<file path="src/common/wbm_cfg.svh">
`ifndef WBM_CFG_SVH
`define WBM_CFG_SVH

// register byte offsets
`define WBM_A_CTRL    8'h00
`define WBM_A_TRIG    8'h04
`define WBM_A_STAT    8'h08
`define WBM_A_CNT0    8'h0c
`define WBM_A_CNT1    8'h10
`define WBM_A_CNT2    8'h14
`define WBM_A_CNT3    8'h18
`define WBM_A_ECCRST  8'h1c
`define WBM_A_ECC_RESULT_FIRST    8'h20
`define WBM_A_ECC_RESULT_SECOND    8'h24
`define WBM_A_VEC_HI  3'h2
`define WBM_VEC_N     8

// ctrl register fields
`define WBM_C_MODE    1:0
`define WBM_C_BUS16   2
`define WBM_C_CK48    3
`define WBM_C_CKEXT   4
`define WBM_C_ECC_MODE_SEL    5
`define WBM_C_FSEL    7:6
`define WBM_CTRL_RST  8'h00

// interface modes
`define WBM_M_PORT    2'h0
`define WBM_M_MASTER  2'h2
`define WBM_M_SLAVE   2'h3

// vector word fields
`define WBM_V_CTL     5:0
`define WBM_V_MASK    11:6
`define WBM_V_MATCH   17:12
`define WBM_V_DATA    18
`define WBM_V_INCA    19
`define WBM_V_DOUT    20
`define WBM_V_BR      21
`define WBM_V_TGT     26:24
`define WBM_V_LAST    27

// axi responses
`define WBM_OKAY      2'h0
`define WBM_SLVERR    2'h2

// timing
`define WBM_SYS_MHZ   250
`define WBM_CLK_PS    4000
`define WBM_F30_MHZ   30
`define WBM_F48_MHZ   48
`define WBM_INC(f)    (((f) * 65536) / `WBM_SYS_MHZ)
`define WBM_CTL_MIN_PS 20800
`define WBM_CTL_MIN_CYC \
  ((`WBM_CTL_MIN_PS + `WBM_CLK_PS - 1) / `WBM_CLK_PS)

// ecc block end indices, length minus one
`define WBM_ECC_B256  9'h0ff
`define WBM_ECC_B512  9'h1ff

`endif

</file>
<file path="src/common/wbm_pkg.sv">
`include "wbm_cfg.svh"

package wbm_pkg;

  typedef enum logic [1:0] {
    ST_IDLE = 2'b01,
    ST_RUN  = 2'b10
  } wbm_state_t;

  typedef enum logic [2:0] {
    EP_FIRST  = 3'b001,
    EP_SECOND = 3'b010,
    EP_HOLD   = 3'b100
  } wbm_ecc_phase_t;

  typedef struct packed {
    wbm_ecc_phase_t ph;
    logic [8:0]     idx;
    logic [17:0]    lp;
    logic [5:0]     cp;
    logic [23:0]    ecc_result_first;
    logic [23:0]    ecc_result_second;
  } wbm_ecc_st_t;

  typedef struct packed {
    wbm_state_t                   st;
    logic                         aw_got;
    logic                         w_got;
    logic [7:0]                   awaddr;
    logic [31:0]                  wdata;
    logic [3:0]                   wstrb;
    logic                         bvalid;
    logic [1:0]                   bresp;
    logic                         rvalid;
    logic [1:0]                   rresp;
    logic [31:0]                  rdata;
    logic [7:0]                   ctrl;
    logic [31:0]                  count;
    logic                         done;
    logic [`WBM_VEC_N-1:0][31:0]  vec;
    logic [2:0]                   pc;
    logic [5:0]                   ctl;
    logic [8:0]                   addr;
    logic [15:0]                  dout;
    logic                         oe;
    logic                         waiting;
    logic [15:0]                  acc;
    logic                         pend;
    logic [2:0]                   gap;
    logic [5:0]                   rdy1;
    logic [5:0]                   rdy2;
    logic [15:0]                  din1;
    logic [15:0]                  din2;
    logic                         ck1;
    logic                         ck2;
    logic                         ck3;
  } wbm_st_t;

endpackage

</file>
<file path="src/logic/wbm_top.sv">
// Functional notes
// - data transfers run 8 or 16 bits wide, chosen by a ctrl bit
// - six control outputs, nine address outputs, six ready inputs
// - each vector sets all control levels and a ready condition to wait on
// - a vector may advance the selected fifo and step the address
// - ordered vectors form one waveform moving data between fifo and device, either way
// - control outputs change at most once per interface clock period
// - ready inputs are sampled and may branch the waveform
// - nine-bit address indexes up to 512 bytes, wider is elsewhere
// - software loads a 32-bit transaction count as four byte registers
// - data movement stalls on fifo empty or full until count done
// - count decrements per transaction and reads back the remainder
// - ecc sees master waveform data or slave fifo bytes
// - code corrects single and detects double bit errors
// - mode clear: two 3-byte codes over two 256-byte blocks
// - after second code both results hold until restart written
// - mode set: one code over 512 bytes, second unused, then hold
// - any write to ecc restart restarts accumulation at next byte
// - interface clock is internal 30 or 48 MHz, or external
// - in master mode the engine drives the two-bit fifo select
// - two-bit config picks port, master or slave; port after reset
module wbm_top
  import wbm_pkg::*;
(
  input  wire logic        aclk,
  input  wire logic        aresetn,
  input  wire logic [7:0]  s_axi_awaddr,
  input  wire logic        s_axi_awvalid,
  output logic             s_axi_awready,
  input  wire logic [31:0] s_axi_wdata,
  input  wire logic [3:0]  s_axi_wstrb,
  input  wire logic        s_axi_wvalid,
  output logic             s_axi_wready,
  output logic [1:0]       s_axi_bresp,
  output logic             s_axi_bvalid,
  input  wire logic        s_axi_bready,
  input  wire logic [7:0]  s_axi_araddr,
  input  wire logic        s_axi_arvalid,
  output logic             s_axi_arready,
  output logic [31:0]      s_axi_rdata,
  output logic [1:0]       s_axi_rresp,
  output logic             s_axi_rvalid,
  input  wire logic        s_axi_rready,
  input  wire logic        iface_clock,
  output logic [5:0]       wave_ctrl_out,
  output logic [8:0]       wave_addr_out,
  input  wire logic [5:0]  ready_in,
  input  wire logic [15:0] ext_data_in,
  output logic [15:0]      ext_data_out,
  output logic             ext_data_oe,
  output logic [1:0]       fifo_select,
  output logic [1:0]       iface_config,
  input  wire logic [15:0] fifo_rd_data,
  input  wire logic        fifo_rd_valid,
  output logic             fifo_rd_ready,
  output logic [15:0]      fifo_wr_data,
  output logic             fifo_wr_valid,
  input  wire logic        fifo_wr_ready,
  input  wire logic [7:0]  slave_byte,
  input  wire logic        slave_byte_valid,
  output logic             wave_done
);

  wbm_st_t s_r;
  wbm_st_t s_nxt;

  logic [23:0] ecc_result_first;
  logic [23:0] ecc_result_second;
  logic        ecc_hold;
  logic        ecc_rst;
  logic        ecc_stb;
  logic [7:0]  ecc_byte;
  logic        step;
  logic        cond;
  logic        move;
  logic        avail;
  logic [31:0] v;
  logic [16:0] acc_sum;
  logic        tick;
  logic        master;
  logic        wr_fire;

  function automatic logic [31:0] wmerge(input logic [31:0] old,
                                         input logic [31:0] nw,
                                         input logic [3:0]  strb);
    for (int i = 0; i < 4; i++)
      wmerge[8*i+:8] = strb[i] ? nw[8*i+:8] : old[8*i+:8];
  endfunction

  function automatic logic is_cnt(input logic [7:0] a);
    is_cnt = (a == `WBM_A_CNT0) || (a == `WBM_A_CNT1) ||
             (a == `WBM_A_CNT2) || (a == `WBM_A_CNT3);
  endfunction

  function automatic logic [1:0] cnt_idx(input logic [7:0] a);
    cnt_idx = 2'((a - `WBM_A_CNT0) >> 2);
  endfunction

  function automatic logic is_vec(input logic [7:0] a);
    is_vec = (a[7:5] == `WBM_A_VEC_HI) && (a[1:0] == 2'b00);
  endfunction

  assign master = (s_r.ctrl[`WBM_C_MODE] == `WBM_M_MASTER);
  assign v      = s_r.vec[s_r.pc];

  assign acc_sum = {1'b0, s_r.acc} + (s_r.ctrl[`WBM_C_CK48] ?
                   17'(`WBM_INC(`WBM_F48_MHZ)) :
                   17'(`WBM_INC(`WBM_F30_MHZ)));
  // external clock edge from synced pin
  assign tick = s_r.ctrl[`WBM_C_CKEXT] ? (s_r.ck2 && !s_r.ck3)
                                       : acc_sum[16];

  assign step = (s_r.st == ST_RUN) && s_r.pend &&
                (s_r.gap >= 3'(`WBM_CTL_MIN_CYC - 1));

  assign cond = &(~v[`WBM_V_MASK] | ~(s_r.rdy2 ^ v[`WBM_V_MATCH]));

  // stall on empty or full fifo
  assign avail = v[`WBM_V_DOUT] ? fifo_rd_valid : fifo_wr_ready;
  assign move  = step && cond && v[`WBM_V_DATA] && avail;

  assign fifo_rd_ready = move && v[`WBM_V_DOUT];
  assign fifo_wr_valid = move && !v[`WBM_V_DOUT];

  assign wr_fire = s_r.aw_got && s_r.w_got && !s_r.bvalid;
  assign ecc_rst = wr_fire && (s_r.awaddr == `WBM_A_ECCRST) &&
                   (s_r.awaddr[1:0] == 2'b00);

  // master data or slave fifo bytes
  always_comb begin
    if (s_r.ctrl[`WBM_C_MODE] == `WBM_M_SLAVE) begin
      ecc_stb  = slave_byte_valid;
      ecc_byte = slave_byte;
    end else begin
      ecc_stb  = move && master;
      ecc_byte = v[`WBM_V_DOUT] ? fifo_rd_data[7:0] : s_r.din2[7:0];
    end
  end

  always_comb begin
    s_nxt = s_r;

    s_nxt.ck1  = iface_clock;
    s_nxt.ck2  = s_r.ck1;
    s_nxt.ck3  = s_r.ck2;
    s_nxt.rdy1 = ready_in;
    s_nxt.rdy2 = s_r.rdy1;
    s_nxt.din1 = ext_data_in;
    s_nxt.din2 = s_r.din1;
    s_nxt.acc  = acc_sum[15:0];
    if (s_r.gap != 3'h7)
      s_nxt.gap = s_r.gap + 3'h1;
    if (tick)
      s_nxt.pend = 1'b1;

    // write channel, address and data in either order
    if (s_axi_awvalid && s_axi_awready) begin
      s_nxt.aw_got = 1'b1;
      s_nxt.awaddr = s_axi_awaddr;
    end
    if (s_axi_wvalid && s_axi_wready) begin
      s_nxt.w_got = 1'b1;
      s_nxt.wdata = s_axi_wdata;
      s_nxt.wstrb = s_axi_wstrb;
    end
    if (s_r.bvalid && s_axi_bready)
      s_nxt.bvalid = 1'b0;

    if (wr_fire) begin
      s_nxt.aw_got = 1'b0;
      s_nxt.w_got  = 1'b0;
      s_nxt.bvalid = 1'b1;
      s_nxt.bresp  = `WBM_OKAY;
      if (s_r.awaddr == `WBM_A_CTRL) begin
        s_nxt.ctrl = 8'(wmerge({24'h0, s_r.ctrl}, s_r.wdata, s_r.wstrb));
      end else if (s_r.awaddr == `WBM_A_TRIG) begin
        if (s_r.st == ST_IDLE && master && s_r.count != 32'h0) begin
          s_nxt.st   = ST_RUN;
          s_nxt.pc   = 3'h0;
          s_nxt.done = 1'b0;
        end
      end else if (is_cnt(s_r.awaddr)) begin
        if (s_r.wstrb[0])
          s_nxt.count[8*cnt_idx(s_r.awaddr)+:8] = s_r.wdata[7:0];
      end else if (s_r.awaddr == `WBM_A_ECCRST) begin
        s_nxt.bresp = `WBM_OKAY;
      end else if (is_vec(s_r.awaddr)) begin
        s_nxt.vec[s_r.awaddr[4:2]] =
          wmerge(s_r.vec[s_r.awaddr[4:2]], s_r.wdata, s_r.wstrb);
      end else begin
        s_nxt.bresp = `WBM_SLVERR;
      end
    end

    // read channel
    if (s_r.rvalid && s_axi_rready)
      s_nxt.rvalid = 1'b0;
    if (s_axi_arvalid && s_axi_arready) begin
      s_nxt.rvalid = 1'b1;
      s_nxt.rresp  = `WBM_OKAY;
      s_nxt.rdata  = 32'h0;
      if (s_axi_araddr == `WBM_A_CTRL) begin
        s_nxt.rdata[7:0] = s_r.ctrl;
      end else if (s_axi_araddr == `WBM_A_STAT) begin
        s_nxt.rdata[0]    = (s_r.st == ST_RUN);
        s_nxt.rdata[1]    = s_r.done;
        s_nxt.rdata[2]    = s_r.waiting;
        s_nxt.rdata[3]    = ecc_hold;
        s_nxt.rdata[13:8] = s_r.rdy2;
      end else if (is_cnt(s_axi_araddr)) begin
        s_nxt.rdata[7:0] = s_r.count[8*cnt_idx(s_axi_araddr)+:8];
      end else if (s_axi_araddr == `WBM_A_ECC_RESULT_FIRST) begin
        s_nxt.rdata[23:0] = ecc_result_first;
      end else if (s_axi_araddr == `WBM_A_ECC_RESULT_SECOND) begin
        s_nxt.rdata[23:0] = ecc_result_second;
      end else if (s_axi_araddr == `WBM_A_TRIG ||
                   s_axi_araddr == `WBM_A_ECCRST) begin
        s_nxt.rdata = 32'h0;
      end else if (is_vec(s_axi_araddr)) begin
        s_nxt.rdata = s_r.vec[s_axi_araddr[4:2]];
      end else begin
        s_nxt.rresp = `WBM_SLVERR;
      end
    end

    // waveform engine
    if (step) begin
      s_nxt.pend = 1'b0;
      s_nxt.gap  = 3'h0;
      s_nxt.ctl  = v[`WBM_V_CTL];
      s_nxt.oe   = v[`WBM_V_DOUT];
      s_nxt.waiting = 1'b0;
      if (!cond) begin
        if (v[`WBM_V_BR])
          s_nxt.pc = v[`WBM_V_TGT];
        else
          s_nxt.waiting = 1'b1;
      end else if (v[`WBM_V_DATA] && !avail) begin
        s_nxt.waiting = 1'b1;
      end else begin
        if (move && v[`WBM_V_DOUT]) begin
          // narrow bus drives low byte only
          s_nxt.dout = s_r.ctrl[`WBM_C_BUS16] ? fifo_rd_data
                                              : {8'h00, fifo_rd_data[7:0]};
        end
        if (v[`WBM_V_INCA])
          s_nxt.addr = s_r.addr + 9'h001;
        if (v[`WBM_V_LAST]) begin
          s_nxt.count = s_r.count - 32'h1;
          s_nxt.pc    = 3'h0;
          if (s_r.count == 32'h1) begin
            s_nxt.st   = ST_IDLE;
            s_nxt.done = 1'b1;
          end
        end else begin
          s_nxt.pc = s_r.pc + 3'h1;
        end
      end
    end
    if (!master && s_r.st == ST_RUN)
      s_nxt.st = ST_IDLE;
  end

  always_ff @(posedge aclk) begin
    if (!aresetn) begin
      s_r      <= '0;
      s_r.st   <= ST_IDLE;
      s_r.ctrl <= `WBM_CTRL_RST;
    end else begin
      s_r <= s_nxt;
    end
  end

  wbm_ecc u_ecc (
    .aclk       (aclk),
    .aresetn    (aresetn),
    .restart    (ecc_rst),
    .mode512    (s_r.ctrl[`WBM_C_ECC_MODE_SEL]),
    .byte_stb   (ecc_stb),
    .byte_in    (ecc_byte),
    .ecc_first  (ecc_result_first),
    .ecc_second (ecc_result_second),
    .ecc_hold   (ecc_hold)
  );

  assign s_axi_awready = !s_r.aw_got && !s_r.bvalid;
  assign s_axi_wready  = !s_r.w_got && !s_r.bvalid;
  assign s_axi_bvalid  = s_r.bvalid;
  assign s_axi_bresp   = s_r.bresp;
  assign s_axi_arready = !s_r.rvalid;
  assign s_axi_rvalid  = s_r.rvalid;
  assign s_axi_rdata   = s_r.rdata;
  assign s_axi_rresp   = s_r.rresp;

  assign wave_ctrl_out = s_r.ctl;
  assign wave_addr_out = s_r.addr;
  assign ext_data_out  = s_r.dout;
  // pins released outside master mode
  assign ext_data_oe   = s_r.oe && master;
  assign fifo_select   = master ? s_r.ctrl[`WBM_C_FSEL] : 2'b00;
  assign iface_config  = s_r.ctrl[`WBM_C_MODE];
  assign fifo_wr_data  = s_r.ctrl[`WBM_C_BUS16] ? s_r.din2
                                                : {8'h00, s_r.din2[7:0]};
  assign wave_done     = s_r.done;

endmodule

</file>
<file path="src/logic/wbm_ecc.sv">
module wbm_ecc
  import wbm_pkg::*;
(
  input  wire logic        aclk,
  input  wire logic        aresetn,
  input  wire logic        restart,
  input  wire logic        mode512,
  input  wire logic        byte_stb,
  input  wire logic [7:0]  byte_in,
  output logic [23:0]      ecc_first,
  output logic [23:0]      ecc_second,
  output logic             ecc_hold
);

  wbm_ecc_st_t s_r;
  wbm_ecc_st_t s_nxt;

  function automatic logic par8(input logic [7:0] b, input logic [7:0] m);
    par8 = ^(b & m);
  endfunction

  function automatic logic [23:0] pack(input logic [17:0] lp,
                                       input logic [5:0]  cp);
    pack = {cp, lp};
  endfunction

  logic [17:0] lp_new;
  logic [5:0]  cp_new;
  logic        bp;

  always_comb begin
    s_nxt  = s_r;
    bp     = par8(byte_in, 8'hff);
    lp_new = s_r.lp;
    cp_new = s_r.cp;
    for (int k = 0; k < 9; k++) begin
      if (s_r.idx[k])
        lp_new[2*k+1] = lp_new[2*k+1] ^ bp;
      else
        lp_new[2*k] = lp_new[2*k] ^ bp;
    end
    cp_new = s_r.cp ^ {par8(byte_in, 8'hf0), par8(byte_in, 8'h0f),
                       par8(byte_in, 8'hcc), par8(byte_in, 8'h33),
                       par8(byte_in, 8'haa), par8(byte_in, 8'h55)};
    if (restart) begin
      s_nxt.ph   = EP_FIRST;
      s_nxt.idx  = '0;
      s_nxt.lp   = '0;
      s_nxt.cp   = '0;
      s_nxt.ecc_result_first = '0;
      s_nxt.ecc_result_second = '0;
    end else if (byte_stb && s_r.ph != EP_HOLD) begin
      s_nxt.idx = s_r.idx + 9'h001;
      s_nxt.lp  = lp_new;
      s_nxt.cp  = cp_new;
      if (mode512) begin
        if (s_r.idx == `WBM_ECC_B512) begin
          s_nxt.ecc_result_first = pack(lp_new, cp_new);
          s_nxt.ph   = EP_HOLD;
        end
      end else if (s_r.idx[7:0] == `WBM_ECC_B256) begin
        s_nxt.lp  = '0;
        s_nxt.cp  = '0;
        if (s_r.ph == EP_FIRST) begin
          s_nxt.ecc_result_first = pack({2'b00, lp_new[15:0]}, cp_new);
          s_nxt.ph   = EP_SECOND;
        end else begin
          s_nxt.ecc_result_second = pack({2'b00, lp_new[15:0]}, cp_new);
          s_nxt.ph   = EP_HOLD;
        end
      end
    end
  end

  always_ff @(posedge aclk) begin
    if (!aresetn) begin
      s_r    <= '0;
      s_r.ph <= EP_FIRST;
    end else begin
      s_r <= s_nxt;
    end
  end

  assign ecc_first  = s_r.ecc_result_first;
  assign ecc_second = s_r.ecc_result_second;
  assign ecc_hold   = (s_r.ph == EP_HOLD);

endmodule

</file>
<file path="config.mk">
export PLATFORM = sky130hd
export DESIGN_NAME = wbm_top
export DESIGN_NICKNAME = d
export VERILOG_FILES = /design/src/common/wbm_pkg.sv /design/src/logic/wbm_top.sv /design/src/logic/wbm_ecc.sv
export VERILOG_INCLUDE_DIRS = /design/src /design/src/common
export SDC_FILE = /design/constraint.sdc
export NUM_CORES = 1
export LEC_CHECK = 0
export BUFFER_PORTS_ARGS = -buffer_cell sky130_fd_sc_hd__clkbuf_2
export CORE_MARGIN = 4
export CORE_UTILIZATION = 30
export DETAILED_ROUTE_END_ITERATION = 8
export SYNTH_ARGS = -nofsm -noshare
export SYNTH_HDL_FRONTEND = slang
export SYNTH_SLANG_ARGS = --single-unit
</file>
<file path="constraint.sdc">
create_clock -name aclk -period 7 [get_ports aclk]
set_input_delay 1.05 -clock aclk [delete_from_list [all_inputs] [get_ports aclk]]
set_output_delay 1.05 -clock aclk [all_outputs]
set_load 0.01 [all_outputs]
</file>
==> results.sh <==
export IMPL_dr_pass1_iters=7
export IMPL_nets=3588
export IMPL_cts_root_buf="clkbuf_16"
export IMPL_ys_types=80
export IMPL_grt_pass1_vias=24600
export IMPL_synth_seq_cells=565
export IMPL_drt_total_wl_um=105000
export IMPL_crit_type="reg -> out"
export IMPL_irDropWorstVdd_uv=176
export IMPL_die_x_um=322
export IMPL_clock_fmax_ghz=0.188
export IMPL_cpMaxStageDelayCell="dfxtp_4"
export IMPL_final_common_cell="dfxtp_1"
export IMPL_ys_warnings_count=0
export IMPL_cpLargestDelayFamily="simple AND/OR/NAND/NOR gates"
export IMPL_critical_path_arrival_ns=4.27
export IMPL_num_io_pins=205
export IMPL_die_h_um=322
export IMPL_syn_to_final_growth_pct=12.1
export IMPL_combPwrFrac_pct=8.8
export IMPL_layout_common_cells="560 x dfxtp_1, 522 x nor2_1, 463 x nand2_1, 387 x a21oi_1, 200 x clkbuf_2"
export IMPL_cp_end_kind="output port"
export IMPL_slowest_delay_ns=0.84
export IMPL_synth_enable_flop_cells=0
export IMPL_coreArea_mm2=0.0973
export IMPL_period_share_pct=76.0
export IMPL_period_needed_ns=5.32
export IMPL_wl_per_cell_um=22.0
export IMPL_hold_buffers=0
export IMPL_clockBufferDepth=3
export IMPL_portBuffers=202
export IMPL_fillers=10100
export IMPL_antenna_found_initial=1
export IMPL_crit_chain="mux2i_1 > xnor2_1 > a31oi_1 > o2111ai_1 > nor4_4 > nor2_1 > nor4_4 > buf_4 > clkbuf_2"
export IMPL_start_util_pct=30.4
export IMPL_vias=26500
export IMPL_p_sw_share_pct=26.5
export IMPL_postCtsSetupRepairBufs=0
export IMPL_drt_drc_violations_left=0
export IMPL_grtUsageTotal_pct=19.4
export IMPL_muxShareOfSynthArea_pct=15.8
export IMPL_initialDrtViolationCount=2988
export IMPL_dp_hpwl_um=69600
export IMPL_grt_max_degree=102
export IMPL_setup_viol=0
export IMPL_synth_xor_area_share_pct=2.25
export IMPL_antenna_cells=0
export IMPL_crit_buf_inv=2
export IMPL_min_path_type="reg -> reg"
export IMPL_place_area_mm2=0.0311
export IMPL_r2r_setup_slack_ns=1.85
export IMPL_final_antenna_net_count=0
export IMPL_switchingPower_mw=1.97
export IMPL_cp_start_kind="register"
export IMPL_yosys_area_share_simple_pct=19.4
export IMPL_synth_adder_area_share_pct=1.25
export IMPL_rsz0062_at_grt="no"
export IMPL_slew_headroom_pct=10.2
export IMPL_cellPowerDensity_mw_per_mm2=224
export IMPL_ys_seq_area_share_pct=38.2
export IMPL_clockPowerShare_pct=46.1
export IMPL_r2r_worst_path_cells=10
export IMPL_seq_power_share_pct=45.1
export IMPL_clk_pin_slew_ns=0.06
export IMPL_crit_top_cell="nor4_4"
export IMPL_synth_ff_type="dfxtp_1"
export IMPL_synthCells=3472
export IMPL_post_cts_resized=0
export IMPL_row_count=114
export IMPL_stdcell_area_mm2=0.0332
export IMPL_fin_skew_ns=0.0136
export IMPL_fin_tns_setup_ns=0
export IMPL_post_synth_cell_area_avg_um2=8.52
export IMPL_grt_overflow_total=0
export IMPL_multi_input_area_mm2=0.0166
export IMPL_hold_viol_final=0
export IMPL_min_path_cells=1
export IMPL_max_cap_violations=0
export IMPL_clk_latency_ns=0.65
export IMPL_drive_gt1_share_pct=16.4
export IMPL_p_total_mw=7.44
export IMPL_crit_fanout=54
export IMPL_fp_dieArea_mm2=0.104
export IMPL_tightest_slew_ns=1.33
export IMPL_endpoint="fifo_rd_ready"
export IMPL_cts_buffers=61
export IMPL_cts_tree="done"
export IMPL_drv_slew=0
export IMPL_cts_sinks=565
export IMPL_synth_top_family_by_area="simple AND/OR/NAND/NOR gates"
export IMPL_grt_pass1_wl_um=157000
export IMPL_reg2reg_from="s_r[100]$_SDFF_PN0_"
export IMPL_p_leak_nw=11.7
export IMPL_worstSetupStartpoint="s_r[100]$_SDFF_PN0_"
export IMPL_p_int_mw=5.47
export IMPL_crit_cells=9
export IMPL_netlist_area_mm2=0.0296
export IMPL_status="finished clean"
export IMPL_routed_via_density=5.54
export IMPL_synth_compound_area_share_pct=17.1
export IMPL_worstPathRequired_ns=5.95
export IMPL_h_tree_depth=2
export IMPL_synth_async_sr_flop_share_pct=0
export IMPL_place_congestion=0.907
export IMPL_seq_area_mm2=0.0113
export IMPL_r2r_end="u_ecc.ecc_second[19]$_SDFFE_PP0P_"
## cell families after synthesis
| family | after synthesis |
|---|---|
| buffers and inverters | 376 |
| DFF | 565 |
| muxes | 299 |
| xor gates and xnor gates | 76 |
| other | 1 |
| AOI/OAI and AO/OA | 803 |
| and+or+nand+nor | 1323 |
| adders and majority gates | 29 |
## layout make-up
| type | instances | share of cell area (%) |
|---|---|---|
| clock buffer | 80 | 5.09 |
| clock inverter | 35 | 1.25 |
| inverter | 42 | 0.498 |
| multi-input combinational | 2532 | 50.1 |
| sequential | 565 | 34.1 |
| tap | 1276 | 4.81 |
| timing repair buffer | 248 | 4.10 |
## worst min path at each step
stage,from,endpoint
floorplan,s_nxt[1]$_SDFF_PN0_,s_nxt[0]$_SDFF_PN0_
global placement,s_nxt[7]$_SDFF_PN0_,s_r[7]$_SDFF_PN0_
detailed placement,s_nxt[17]$_SDFF_PN0_,s_r[17]$_SDFF_PN0_
CTS,s_nxt[17]$_SDFF_PN0_,s_r[17]$_SDFF_PN0_
global route,s_nxt[16]$_SDFF_PN0_,s_r[16]$_SDFF_PN0_
finish,s_nxt[39]$_SDFF_PN0_,s_r[39]$_SDFF_PN0_
## power groups by stage
stage               sequential, mW  clock [mW]  combinational (mW)
floorplan                     3.38           0               0.461
global placement              3.42           0               0.653
detailed placement            3.42           0               0.654
CTS                           3.35        3.47               0.657
global route                  3.36        3.59               0.718
finish                        3.35        3.43               0.657
## stage by stage
stage                     utilization (%)  hold WS [ns]  instances  setup WS [ns]
after floorplan                         -         0.412       3473           2.60
after global placement               31.9         0.414       4663           1.98
after detailed placement             31.9         0.418       4663           1.88
after CTS                            34.1         0.435       4778           1.65
after global routing                 34.1         0.451       4778           1.44
final                                34.1         0.432       4778           1.68
## synthesized netlist by cell type, types with 16 or more instances
library cell / number / area share (%)
buf_4: 80 / 2.0
o21ai_0: 65 / 1.1
mux2_2: 37 / 1.4
nor3_1: 36 / 0.61
or3_1: 22 / 0.47
o211ai_1: 25 / 0.63
o21ai_1: 25 / 0.42
a31oi_1: 24 / 0.51
a311oi_1: 25 / 0.74
buf_2: 33 / 0.56
nor4_1: 18 / 0.38
a22oi_1: 51 / 1.3
xor2_1: 25 / 0.74
xnor2_1: 51 / 1.5
and3_1: 18 / 0.38
clkbuf_1: 193 / 2.4
nor2_1: 529 / 6.7
nand2b_1: 26 / 0.55
ha_1: 28 / 1.2
nand2_1: 474 / 6.0
a211oi_1: 41 / 1.0
buf_1: 25 / 0.32
a32o_1: 16 / 0.54
mux2i_1: 124 / 4.2
and2_1: 77 / 1.6
dfxtp_1: 565 / 38
mux4_2: 128 / 9.7
a21oi_1: 389 / 6.6
a221oi_1: 45 / 1.3
inv_1: 39 / 0.49
nand3_1: 61 / 1.0
## layer usage
metal / vias to the layer above / GRT usage, % / share of wire [%]
met2: 1213 / 31.2 / 45
met1: 12800 / 26.8 / 43
met5: - / 0 / 0.012
li1: 12200 / - / -
met3: 200 / 3.35 / 8.6
met4: 2 / 5.73 / 3.0
Note: power is estimated with default switching activity, not from simulation.
